<file path="config.mk">
export PLATFORM = sky130hd
export DESIGN_NAME = pde_port_pins
export DESIGN_NICKNAME = d
export VERILOG_FILES = /design/src/core/pde_port_pins.v
export VERILOG_INCLUDE_DIRS = /design/src /design/src/core
export SDC_FILE = /design/constraint.sdc
export NUM_CORES = 1
export LEC_CHECK = 0
export BUFFER_PORTS_ARGS = -buffer_cell sky130_fd_sc_hd__clkbuf_2
export CORE_UTILIZATION = 49
export DETAILED_ROUTE_END_ITERATION = 10
export PLACE_DENSITY = 0.77
export SYNTH_ARGS = -nofsm -noshare
export SYNTH_HDL_FRONTEND = slang
export SYNTH_SLANG_ARGS = --single-unit
export TNS_END_PERCENT = 1
</file>
<file path="constraint.sdc">
create_clock -name clock -period 1.8 [get_ports clock]
set_input_delay 0.36 -clock clock [delete_from_list [all_inputs] [get_ports clock]]
set_output_delay 0.36 -clock clock [all_outputs]
set_load 0.01 [all_outputs]
</file>
<file path="src/core/pde_map.vh">
// Register offsets, field positions and reset values of the port D/E pin block
`ifndef PDE_MAP_VH
`define PDE_MAP_VH
// ==========================================================================
// Word offsets (byte address = 4 * offset)
`define PDE_OFS_D_PIN      3'h0
`define PDE_OFS_D_LATCH    3'h1
`define PDE_OFS_D_DIR      3'h2
`define PDE_OFS_E_PIN      3'h3
`define PDE_OFS_E_LATCH    3'h4
`define PDE_OFS_E_DIR      3'h5
`define PDE_OFS_ANALOG     3'h6
`define PDE_OFS_PWM_CTRL   3'h7
// ==========================================================================
// Fields of port_e_direction_and_host_ctrl
`define PDE_E_IBF_BIT      7
`define PDE_E_OBF_BIT      6
`define PDE_E_IBOV_BIT     5
`define PDE_E_MODE_BIT     4
// Fields of the pwm control register
`define PDE_PWM_EN_B_BIT   0
`define PDE_PWM_EN_C_BIT   1
`define PDE_PWM_EN_D_BIT   2
`define PDE_PWM_MULTI_BIT  3
`define PDE_PWM_TRI_BIT    4
// ==========================================================================
// Reset values
`define PDE_RST_D_DIR      8'hFF
`define PDE_RST_E_DIR      3'h7
`define PDE_RST_ANALOG     3'h7
`define PDE_RST_LATCH      8'h00
`define PDE_RST_ERR        32'h00000000
`endif

</file>
<file path="src/core/pde_port_pins.v">
// Port D and port E pin control with an Avalon-MM register slave
// How it works
// [RULE1] Host port mode drives the latch onto port D for host reads, ignoring direction.
// [RULE2] Host port mode captures port D pins as host write data regardless of direction.
// [RULE3] Enabled PWM on D5..D7 with direction 0 overrides port and host data.
// [RULE4] PWM pins can float during a shutdown event when tri-state is configured.
// [RULE5] Direction 1 turns the driver off; direction 0 drives the latch.
// [RULE6] Latch registers read back the latched value, not the pin.
// [RULE7] A port E pin selected as analog reads back as zero.
// [RULE8] Port E direction still drives analog pins; software keeps them inputs.
// [RULE9] After reset port E bits 2..0 are analog inputs.
// [RULE10] Upper four port E direction bits hold host port control and status.
// [RULE11] Fourth port E pin is input only; digital when master clear is off.
// [RULE12] At reset that pin is a digital input only when master clear is off.
// [RULE13] Large package: port E is four bits, three bidirectional.
// [RULE14] Small package: port E is only the input-only pin, present without master clear.
// [RULE15] Bit 4 of port E control selects host port mode when one.
// [RULE16] Dual or quad PWM output disables host port functions of port D.
// [RULE17] Port data reads return pin levels; writes update the latch.
`default_nettype none
`include "pde_map.vh"

module pde_port_pins #(
  parameter LARGE_PKG = 1
) (
  input wire clock,
  input wire srst,
  input wire [4:0] avs_address,
  input wire avs_read,
  input wire avs_write,
  input wire [31:0] avs_writedata,
  input wire [3:0] avs_byteenable,
  output reg [31:0] avs_readdata,
  output reg avs_waitrequest,
  output reg [1:0] avs_response,
  input wire [7:0] port_d_in,
  output reg [7:0] port_d_out,
  output reg [7:0] port_d_oe,
  input wire [3:0] port_e_in,
  output reg [2:0] port_e_out,
  output reg [2:0] port_e_oe,
  input wire master_clear_enable_cfg,
  output reg master_clear_input,
  input wire pwm_out_b,
  input wire pwm_out_c,
  input wire pwm_out_d,
  input wire pwm_shutdown,
  input wire host_rd_n,
  input wire host_wr_n,
  input wire host_cs_n,
  output reg host_port_mode_sel,
  output reg [7:0] host_write_data,
  output reg host_write_strobe
);

  // ==========================================================================
  // Register state
  reg [7:0] d_latch_ff;
  reg [7:0] d_dir_ff;
  reg [2:0] e_latch_ff;
  reg [2:0] e_dir_ff;
  reg [2:0] analog_ff;
  reg mode_ff;
  reg ibf_ff;
  reg obf_ff;
  reg ibov_ff;
  reg [4:0] pwm_ctrl_ff;
  reg [7:0] d_pin_ff;
  reg [3:0] e_pin_ff;
  reg wr_prev_ff;
  reg rd_prev_ff;
  reg busy_ff;
  reg master_clear_input_cap_ff;
  reg master_clear_input_seen_ff;

  wire sel_large;
  wire host_active;
  wire [2:0] pwm_en;
  wire [2:0] pwm_val;
  wire [7:0] pin_level_in;
  wire host_wr_now;
  wire host_rd_now;
  wire host_wr_end;
  wire host_rd_end;
  wire acc;
  wire wr_acc;
  wire [2:0] word;
  wire bad_addr;

  assign sel_large = (LARGE_PKG != 0);
  // Multi-output PWM steals the host port pins
  assign host_active = mode_ff & ~pwm_ctrl_ff[`PDE_PWM_MULTI_BIT] & sel_large; // [RULE16]
  assign pwm_en = pwm_ctrl_ff[`PDE_PWM_EN_D_BIT:`PDE_PWM_EN_B_BIT] & ~d_dir_ff[7:5]; // [RULE3]
  assign pwm_val = {pwm_out_d, pwm_out_c, pwm_out_b};
  assign pin_level_in = port_d_in;
  assign host_wr_now = host_active & ~host_cs_n & ~host_wr_n;
  assign host_rd_now = host_active & ~host_cs_n & ~host_rd_n;
  assign host_wr_end = wr_prev_ff & ~host_wr_now;
  assign host_rd_end = rd_prev_ff & ~host_rd_now;
  assign acc = (avs_read | avs_write) & ~busy_ff;
  assign wr_acc = avs_write & ~busy_ff & avs_byteenable[0];
  assign word = avs_address[4:2];
  assign bad_addr = (avs_address[1:0] != 2'h0);

  // ==========================================================================
  // Pin drivers
  genvar gi;
  generate
    for (gi = 0; gi < 8; gi = gi + 1)
    begin : g_d_pin
      always @(posedge clock)
      begin
        if (srst)
        begin
          port_d_out[gi] <= 1'b0;
          port_d_oe[gi] <= 1'b0;
        end
        else if (gi >= 5 && pwm_en[(gi >= 5) ? gi - 5 : 0])
        begin
          port_d_out[gi] <= pwm_val[(gi >= 5) ? gi - 5 : 0]; // [RULE3]
          // Shutdown may float the pin instead of driving it
          port_d_oe[gi] <= ~(pwm_shutdown & pwm_ctrl_ff[`PDE_PWM_TRI_BIT]); // [RULE4]
        end
        else if (host_active)
        begin
          port_d_out[gi] <= d_latch_ff[gi]; // [RULE1]
          port_d_oe[gi] <= host_rd_now; // [RULE1]
        end
        else
        begin
          port_d_out[gi] <= d_latch_ff[gi]; // [RULE5]
          port_d_oe[gi] <= ~d_dir_ff[gi]; // [RULE5]
        end
      end
    end
    for (gi = 0; gi < 3; gi = gi + 1)
    begin : g_e_pin
      always @(posedge clock)
      begin
        if (srst)
        begin
          port_e_out[gi] <= 1'b0;
          port_e_oe[gi] <= 1'b0;
        end
        else
        begin
          // Analog select does not gate the driver
          port_e_out[gi] <= e_latch_ff[gi]; // [RULE8]
          port_e_oe[gi] <= ~e_dir_ff[gi] & sel_large & ~host_active; // [RULE13] [RULE8]
        end
      end
    end
  endgenerate

  // ==========================================================================
  // Pin sampling and host port capture
  always @(posedge clock)
  begin
    if (srst)
    begin
      d_pin_ff <= 8'h00;
      e_pin_ff <= 4'h0;
      wr_prev_ff <= 1'b0;
      rd_prev_ff <= 1'b0;
      host_write_data <= 8'h00;
      host_write_strobe <= 1'b0;
      master_clear_input <= 1'b0;
    end
    else
    begin
      d_pin_ff <= pin_level_in; // [RULE17]
      e_pin_ff[2:0] <= port_e_in[2:0] & ~analog_ff & {3{sel_large}}; // [RULE7] [RULE14]
      // Pin exists as data only with master clear disabled
      e_pin_ff[3] <= port_e_in[3] & ~master_clear_enable_cfg; // [RULE11] [RULE12]
      master_clear_input <= master_clear_enable_cfg & ~port_e_in[3]; // [RULE11]
      wr_prev_ff <= host_wr_now;
      rd_prev_ff <= host_rd_now;
      host_write_strobe <= host_wr_end;
      if (host_wr_now)
        host_write_data <= port_d_in; // [RULE2]
    end
  end

  // ==========================================================================
  // Register slave: one wait cycle, then answer
  always @(posedge clock)
  begin
    if (srst)
    begin
      busy_ff <= 1'b0;
      avs_waitrequest <= 1'b1;
      avs_readdata <= 32'h00000000;
      avs_response <= 2'h0;
      d_latch_ff <= `PDE_RST_LATCH;
      d_dir_ff <= `PDE_RST_D_DIR;
      e_latch_ff <= 3'h0;
      e_dir_ff <= `PDE_RST_E_DIR;
      analog_ff <= `PDE_RST_ANALOG; // [RULE9]
      mode_ff <= 1'b0;
      ibf_ff <= 1'b0;
      obf_ff <= 1'b0;
      ibov_ff <= 1'b0;
      pwm_ctrl_ff <= 5'h00;
      host_port_mode_sel <= 1'b0;
    end
    else
    begin
      busy_ff <= acc;
      avs_waitrequest <= ~acc;
      host_port_mode_sel <= host_active;
      if (acc)
      begin
        avs_response <= bad_addr ? 2'h2 : 2'h0;
        avs_readdata <= 32'h00000000;
        if (avs_read && !bad_addr)
        begin
          case (word)
            `PDE_OFS_D_PIN: avs_readdata[7:0] <= d_pin_ff; // [RULE17]
            `PDE_OFS_D_LATCH: avs_readdata[7:0] <= d_latch_ff; // [RULE6]
            `PDE_OFS_D_DIR: avs_readdata[7:0] <= d_dir_ff;
            `PDE_OFS_E_PIN: avs_readdata[3:0] <= e_pin_ff; // [RULE7]
            `PDE_OFS_E_LATCH: avs_readdata[2:0] <= e_latch_ff; // [RULE6]
            `PDE_OFS_E_DIR: avs_readdata[7:0] <= {ibf_ff, obf_ff, ibov_ff, mode_ff,
                                                 1'b0, e_dir_ff}; // [RULE10]
            `PDE_OFS_ANALOG: avs_readdata[2:0] <= analog_ff;
            `PDE_OFS_PWM_CTRL: avs_readdata[4:0] <= pwm_ctrl_ff;
            default: avs_readdata <= 32'h00000000;
          endcase
        end
      end
      // Pin and latch offsets both write the latch
      if (wr_acc && !bad_addr && (word == `PDE_OFS_D_PIN || word == `PDE_OFS_D_LATCH))
        d_latch_ff <= avs_writedata[7:0]; // [RULE17] [RULE6]
      if (wr_acc && !bad_addr && word == `PDE_OFS_D_DIR)
        d_dir_ff <= avs_writedata[7:0]; // [RULE5]
      if (wr_acc && !bad_addr && (word == `PDE_OFS_E_PIN || word == `PDE_OFS_E_LATCH))
        e_latch_ff <= avs_writedata[2:0]; // [RULE17]
      if (wr_acc && !bad_addr && word == `PDE_OFS_E_DIR)
      begin
        e_dir_ff <= avs_writedata[2:0];
        mode_ff <= avs_writedata[`PDE_E_MODE_BIT]; // [RULE15]
      end
      if (wr_acc && !bad_addr && word == `PDE_OFS_ANALOG)
        analog_ff <= avs_writedata[2:0];
      if (wr_acc && !bad_addr && word == `PDE_OFS_PWM_CTRL)
        pwm_ctrl_ff <= avs_writedata[4:0];
      // Input buffer status: host write sets, cpu read of port D pin register clears
      if (host_wr_end)
        ibf_ff <= 1'b1; // [RULE10]
      else if (acc && avs_read && !bad_addr && word == `PDE_OFS_D_PIN)
        ibf_ff <= 1'b0;
      // Overflow set wins over software clear in the same cycle
      if (host_wr_end && ibf_ff)
        ibov_ff <= 1'b1; // [RULE10]
      else if (wr_acc && !bad_addr && word == `PDE_OFS_E_DIR && !avs_writedata[`PDE_E_IBOV_BIT])
        ibov_ff <= 1'b0;
      // Output full set by cpu latch write, cleared by host read
      if (wr_acc && !bad_addr && host_active &&
          (word == `PDE_OFS_D_PIN || word == `PDE_OFS_D_LATCH))
        obf_ff <= 1'b1; // [RULE10]
      else if (host_rd_end)
        obf_ff <= 1'b0;
    end
  end

endmodule // pde_port_pins
`default_nettype wire

</file>
==> impl_results.md, run 1 <==
* ANT cells at 0
* Overall Global Routing Usage at between 20% and 30%
* Root Buffer Master: clkbuf_8
* Leakage at between 2 and 2.5 nW
* Top_reg_cell synth: dfxtp_1
* Fin Clk Skew at between 0.01 and 0.015 ns
* Final setup viols at 0
* Yosys top cell area share at approximately half
* Post-synthesis sequential area ratio at between 50% and 60%
* DR DRC count at 0
* Initial antenna violation count at 0
* Slowest-stage cell, CP: or4b_2
* Most frequent cells in the layout: dfxtp_1, clkbuf_2, nand2_1
* Num CTS Buffers at 9
* CTS sink cnt at a little over 90
* Minimum clock period at about 1.6 ns
* Hold_buf cts at 0
* Post-Synthesis Cell Area at 0.00367 sq mm
* Required @ worst endpoint at 2.10 ns
* Min-Delay Startpoint: port_e_in[3]
* Final Hold Viols at 0
* Max-slew headroom at about two thirds
* Via density at 5.09
* Die H at between 80 and 90 microns
* Largest net degree at the start of global routing at between 40 and 50
* Worst ir drop on vdd at between 300 and 400 uV
* WS Path Type: reg -> reg
* CP delay by family, top: simple AND/OR/NAND/NOR gates
* Num rows at 31
* Reg clk slew, reported paths at around 0.090 ns
* Buffers added on ports at 80
* Reg2reg end: avs_readdata[2]
* Unique cell type count in the Yosys netlist at 42
* RD Place Congestion at just over 0.9
* Worst-margin pin slew at a little under 0.5 ns
* First-pass GRT wire length at between 10000 and 15000 microns
* YS warnings at 0
* Die Wd at approximately 90 microns
* Startpoint types: register
* Final Slew Violations at 0
* Clk buf depth at 2
* Hold depth at 2
* Initial core utilization at about half
* Core region area at roughly 0.0073 sq mm
* Routed WL at approximately 8800 microns
* Starting DRT DRC Count at between 150 and 200
* Mapped Avg Cell Area at approximately 9.3 sq um
* CTS tree: yes
* Number of global-route vias before repair at about 2800
* Worst reg2reg path startpoint: busy_ff
* P&R area growth vs syn at 22.7%
* R2R Setup Slk at approximately 0.18 ns
* R2R cell count at 4
* Synth Instances at 397
* Asr flop ratio synth at 0%
* Power density cells at 885 mW/mm^2
* Worst Hold Class: in -> reg
* Worst Path Arrival at about 1.9 ns
* GR Overflow Total at 0
* Final non-filler cell total at 602
* NumNets Final at approximately 560
* Synthesized flop and latch total at 92
* Layout cells sized above 1 at a little over a quarter
* CP max stage delay at around 0.66 ns
* Peak Freq at roughly 620 MHz
* WL per Instance at 14.6 microns
* Die area at 0.00785 sq mm
* Post-DP HPWL at 6660 microns
* Period utilisation layout at about 90%
* H-tree depth at 3
* Post-synth top area cell: dfxtp_1
* DRT antenna net count at 0
* Most common cell after layout, fill and taps aside: dfxtp_1
* Initial DRT Pass Iterations at 4
* IO Pins at about 130
* Dpl cells at about 590
* Clk Latency, worst-skew pair at 0.35 ns
* Critical path capture point type: register
* Total design power at roughly 4 mW
* Synth top area cells: dfxtp_1, mux2i_1, buf_4
* Maxcap violations at 0
* Post-synth EDFFs at 0
* Outcome: finished clean
* Setup TNS at 0 ns
* Unrepaired setup endpoints after global routing: no
* Cell chain of the critical path: or4b_2 > nor2_1 > o221ai_1 > nand2_1
* Vias at between 3000 and 4000
* Buf+Inv Stages, Crit Path at 0
* Hold path endpoint: master_clear_input
* Maximum fanout along the worst path at 5
-- repair_timing --
item                       in CTS  in global routing
setup endpoints to repair       0                  2
resized for setup               0                  1
setup buffers                   0                  0
-- flip-flops by register name, summed over array words and instances (netlist names), 3 cells and up --
register / flops
port_d_out: 8
e_dir_ff: 3
pwm_ctrl_ff: 5
d_latch_ff: 8
port_d_oe: 8
analog_ff: 3
e_latch_ff: 3
e_pin_ff: 4
port_e_oe: 3
port_e_out: 3
avs_readdata: 8
d_pin_ff: 8
host_write_data: 8
d_dir_ff: 8
-- Yosys cell counts, types with 4 or more instances --
cell and number:
buf_2 5, nor2_1 40, inv_1 6, nor2b_1 23, nor3b_1 7, o21bai_1 4
a221oi_1 5, nand3_1 8, dfxtp_1 92, a21oi_1 21, o21ai_0 15, clkbuf_1 13
mux2i_1 28, nand2b_1 6, nand2_1 43, nor3_1 13, buf_4 25
-- final cells by class --
cell class                 instances  area (sq um)
sequential                        92          1840
fill                             670          2750
clock buffer                      11           131
clock inverter                     4          98.8
multi-input combinational        277          1630
inverter                           6          22.5
tap                               99           124
timing repair buffer             113           661
-- worst register-to-register path, stage by stage, from the launching register on --
cell and delay [ns]:
dfxtp_1 0.33, or4b_2 0.66, nor2_1 0.24, o221ai_1 0.24, nand2_1 0.11
-- power by group --
part | leakage, nW | switching [mW] | internal [mW] | total [mW]
Clock | 0.114 | 0.684 | 0.919 | 1.60
Sequential | 0.745 | 0.0128 | 2.06 | 2.07
Combinational | 1.20 | 0.185 | 0.128 | 0.313
Total | 2.06 | 0.881 | 3.11 | 3.99
-- logic make-up (layout without fill, tap and decap cells) --
group | count (synthesis) | in the layout | share of synthesized area, %
AOI/OAI and AO/OA | 65 | 65 | 11.6
buffers and inverters | 52 | 134 | 8.24
DFF | 92 | 92 | 50.1
muxes | 31 | 31 | 8.55
other | 1 | 25 | 0.102
and+or+nand+nor | 156 | 156 | 21.4
-- per-stage QoR --
stage / util, % / setup slack [ns] / hold slack, ns / cell area (sq um)
floorplan: - / 0.107 / 0.413 / 3760
global placement: 58.8 / -0.0709 / 0.434 / 4270
detailed placement: 58.8 / -0.0960 / 0.437 / 4270
CTS: 62.0 / 0.111 / 0.171 / 4500
global route: 62.1 / 0.0716 / 0.181 / 4510
finish: 62.1 / 0.177 / 0.187 / 4510
-- how the worst max path moves through the flow --
stage	cells past startpoint	start	endpoint
floorplan	5	avs_address[1]	pwm_ctrl_ff[0]
global placement	7	avs_address[1]	e_dir_ff[1]
detailed placement	7	avs_address[1]	e_dir_ff[2]
CTS	6	busy_ff	e_dir_ff[2]
global route	4	busy_ff	avs_readdata[0]
finish	4	busy_ff	avs_readdata[2]
-- layer usage --
layer | vias up | global-route usage [%] | wire [microns]
li1 | 1518 | - | -
met1 | 1420 | 31.9 | 3990
met2 | 109 | 39.0 | 4150
met3 | 17 | 3.54 | 430
met4 | 0 | 10.1 | 206
met5 | - | 0 | 0
No activity file was read; power rests on OpenSTA's default activity.
==> run 2, diff against run 1 <==
CORE_UTILIZATION = 25   (was 49)
PLACE_DENSITY = 0.44   (was 0.77)
==> run 2 against run 1 <==
Global-route usage decreased by 10 points. Register-to-register slack about the same. Flip-flop and latch count unchanged. Highest routed layer unchanged.
==> impl_results.md, run 2 (synthesis results as in run 1) <==
* Layout cells sized above 1 at 27.1% (about the same)
* Period utilisation layout at 90.9% (+0.72 points)
* R2R Setup Slk at 0.16 ns (about the same)
* Reg clk slew, reported paths at 0.06 ns (-0.03 ns)
* Vias at 2968 (-3.1%)
* ANT cells at 0 (unchanged)
* Slowest-stage cell, CP: nor4_2
* Post-DP HPWL at 7570 microns (+14%)
* RD Place Congestion at 0.812 (-13%)
* Startpoint types: register
* Reg2reg end: e_dir_ff[1]
* Hold_buf cts at 0 (unchanged)
* Num CTS Buffers at 9 (unchanged)
* Setup bufs post-CTS at 0 (unchanged)
* Required @ worst endpoint at 2.08 ns (-0.02 ns)
* Crit path to: e_dir_ff[1]
* WL per Instance at 14.7 microns (+0.61%)
* Outcome: finished clean
* Final Hold Viols at 0 (unchanged)
* Num rows at 43 (+39%)
* Number of global-route vias before repair at 2919 (+2.7%)
* Clk buf depth at 2 (unchanged)
* Stages on worst setup path at 6 (+2)
* Final Slew Violations at 0 (unchanged)
* DRT antenna net count at 0 (unchanged)
* Fin util at 33.3% (-29 points)
* Largest net degree at the start of global routing at 36 (-22%)
* CP max stage delay at 0.38 ns (-0.28 ns)
* CP delay by family, top: simple AND/OR/NAND/NOR gates
* Most frequent cells in the layout: dfxtp_1, clkbuf_2, nand2_1
* GR Overflow Total at 0 (unchanged)
* Total design power at 4.73 mW (+19%)
* Worst Path Arrival at 1.92 ns (about the same)
* R2R cell count at 6 (+2)
* WS Path Type: reg -> reg
* Unrepaired setup endpoints after global routing: no
* Maximum fanout along the worst path at 6 (+1)
* Initial antenna violation count at 0 (unchanged)
* Core region area at 0.0141 sq mm (+94%)
* GRT met3 Usage at 3.09% (-0.45 points)
* NumNets Final at 559 (-0.89%)
* Cell chain of the critical path: or3_4 > buf_4 > nor4_2 > buf_4 > nor3_1 > a21oi_1
* Buffers added on ports at 80 (unchanged)
* GRT Max-Usage Layer: met2
* CP Launch Point: busy_ff
* Max-slew headroom at 63.4% (-3.6 points)
* Overall Global Routing Usage at 14.0% (-10 points)
* Worst reg2reg path startpoint: busy_ff
* Power density cells at 1010 mW/mm^2 (+14%)
* Initial DRT Pass Iterations at 6 (+2)
* Clk Latency, worst-skew pair at 0.35 ns (about the same)
* Root Buffer Master: clkbuf_16
* Die area at 0.0152 sq mm (+93%)
* Most frequent CP cell: buf_4
* CTS sink cnt at 92 (unchanged)
* IO Pins at 133 (unchanged)
* Leakage at 2.09 nW (+1.4%)
* Buf+Inv Stages, Crit Path at 2 (+2)
* Worst ir drop on vdd at 404 uV (+12%)
* Peak Freq at 611 MHz (-0.79%)
* First-pass GRT wire length at 15600 microns (+11%)
* Initial core utilization at 26.1% (-25 points)
* Worst Hold Class: in -> reg
* Die Wd at 123 microns (+39%)
* Starting DRT DRC Count at 104 (-35%)
* Met2 Usage GRT at 21.6% (-17 points)
* Most common cell after layout, fill and taps aside: dfxtp_1
* Maxcap violations at 0 (unchanged)
* Routed WL at 9960 microns (+13%)
* Worst-margin pin slew at 0.535 ns (+0.0520 ns)
* H-tree depth at 3 (unchanged)
* Final setup viols at 0 (unchanged)
* CTS tree: yes
* Via density at 4.37 (-14%)
* Die H at 123 microns (+39%)
* Critical path capture point type: register
* Grt met1 use at 17.8% (-14 points)
* P&R area growth vs syn at 27.8%
* Fin Clk Skew at 0.00497 ns (-0.00742 ns)
* DR DRC count at 0 (unchanged)
* Minimum clock period at 1.64 ns (+0.0129 ns)
## run 2: how the worst min path moves through the flow
stage / from / endpoint / slack [ns] / cells past startpoint
final: port_e_in[3] / master_clear_input / 0.18 / 2
after global routing: port_e_in[3] / master_clear_input / 0.19 / 2
after CTS: port_e_in[3] / master_clear_input / 0.17 / 2
after detailed placement: avs_readdata[2] / avs_readdata[2] / 0.44 / 2
after global placement: avs_readdata[2] / avs_readdata[2] / 0.43 / 2
after floorplan: e_dir_ff[2] / port_e_oe[2] / 0.41 / 1
## run 2: routing by layer
metal  share of wire, %  vias to the layer above
met3                5.6                       18
met2                 45                       75
met4                2.8                        0
li1                   -                     1509
met5                  0                        -
met1                 47                     1366
## run 2: timing repair
| action | CTS | global route |
|---|---|---|
| resized for setup | 0 | 1 |
| hold endpoints to repair | 0 | 0 |
| setup endpoints to repair | 0 | 2 |
## run 2: cell type report
cell class              count  area [sq um]
flip-flops and latches     92          1840
well taps                 180           225
clock buffers              10           239
multi-input cells         277          1620
clock inverters             6           135
repair buffers            108           611
fillers                  1536          9400
inverters                   6          22.5
## run 2: metrics by stage
stage                     worst slack [ns]  std cells  hold WS, ns  cell area (sq um)  setup TNS, ns
after detailed placement           -0.0756        663        0.437               4320         -0.511
after floorplan                      0.107        421        0.413               3760              0
after CTS                            0.126        679        0.171               4690              0
after global placement             -0.0941        663        0.432               4320         -0.389
after global routing                0.0598        679        0.189               4700              0
final                                0.165        679        0.178               4700              0
## run 2: where the power goes
part / internal (mW) / switching, mW
logic: 0.117 / 0.183
clock network: 1.54 / 0.819
registers: 2.06 / 0.0120
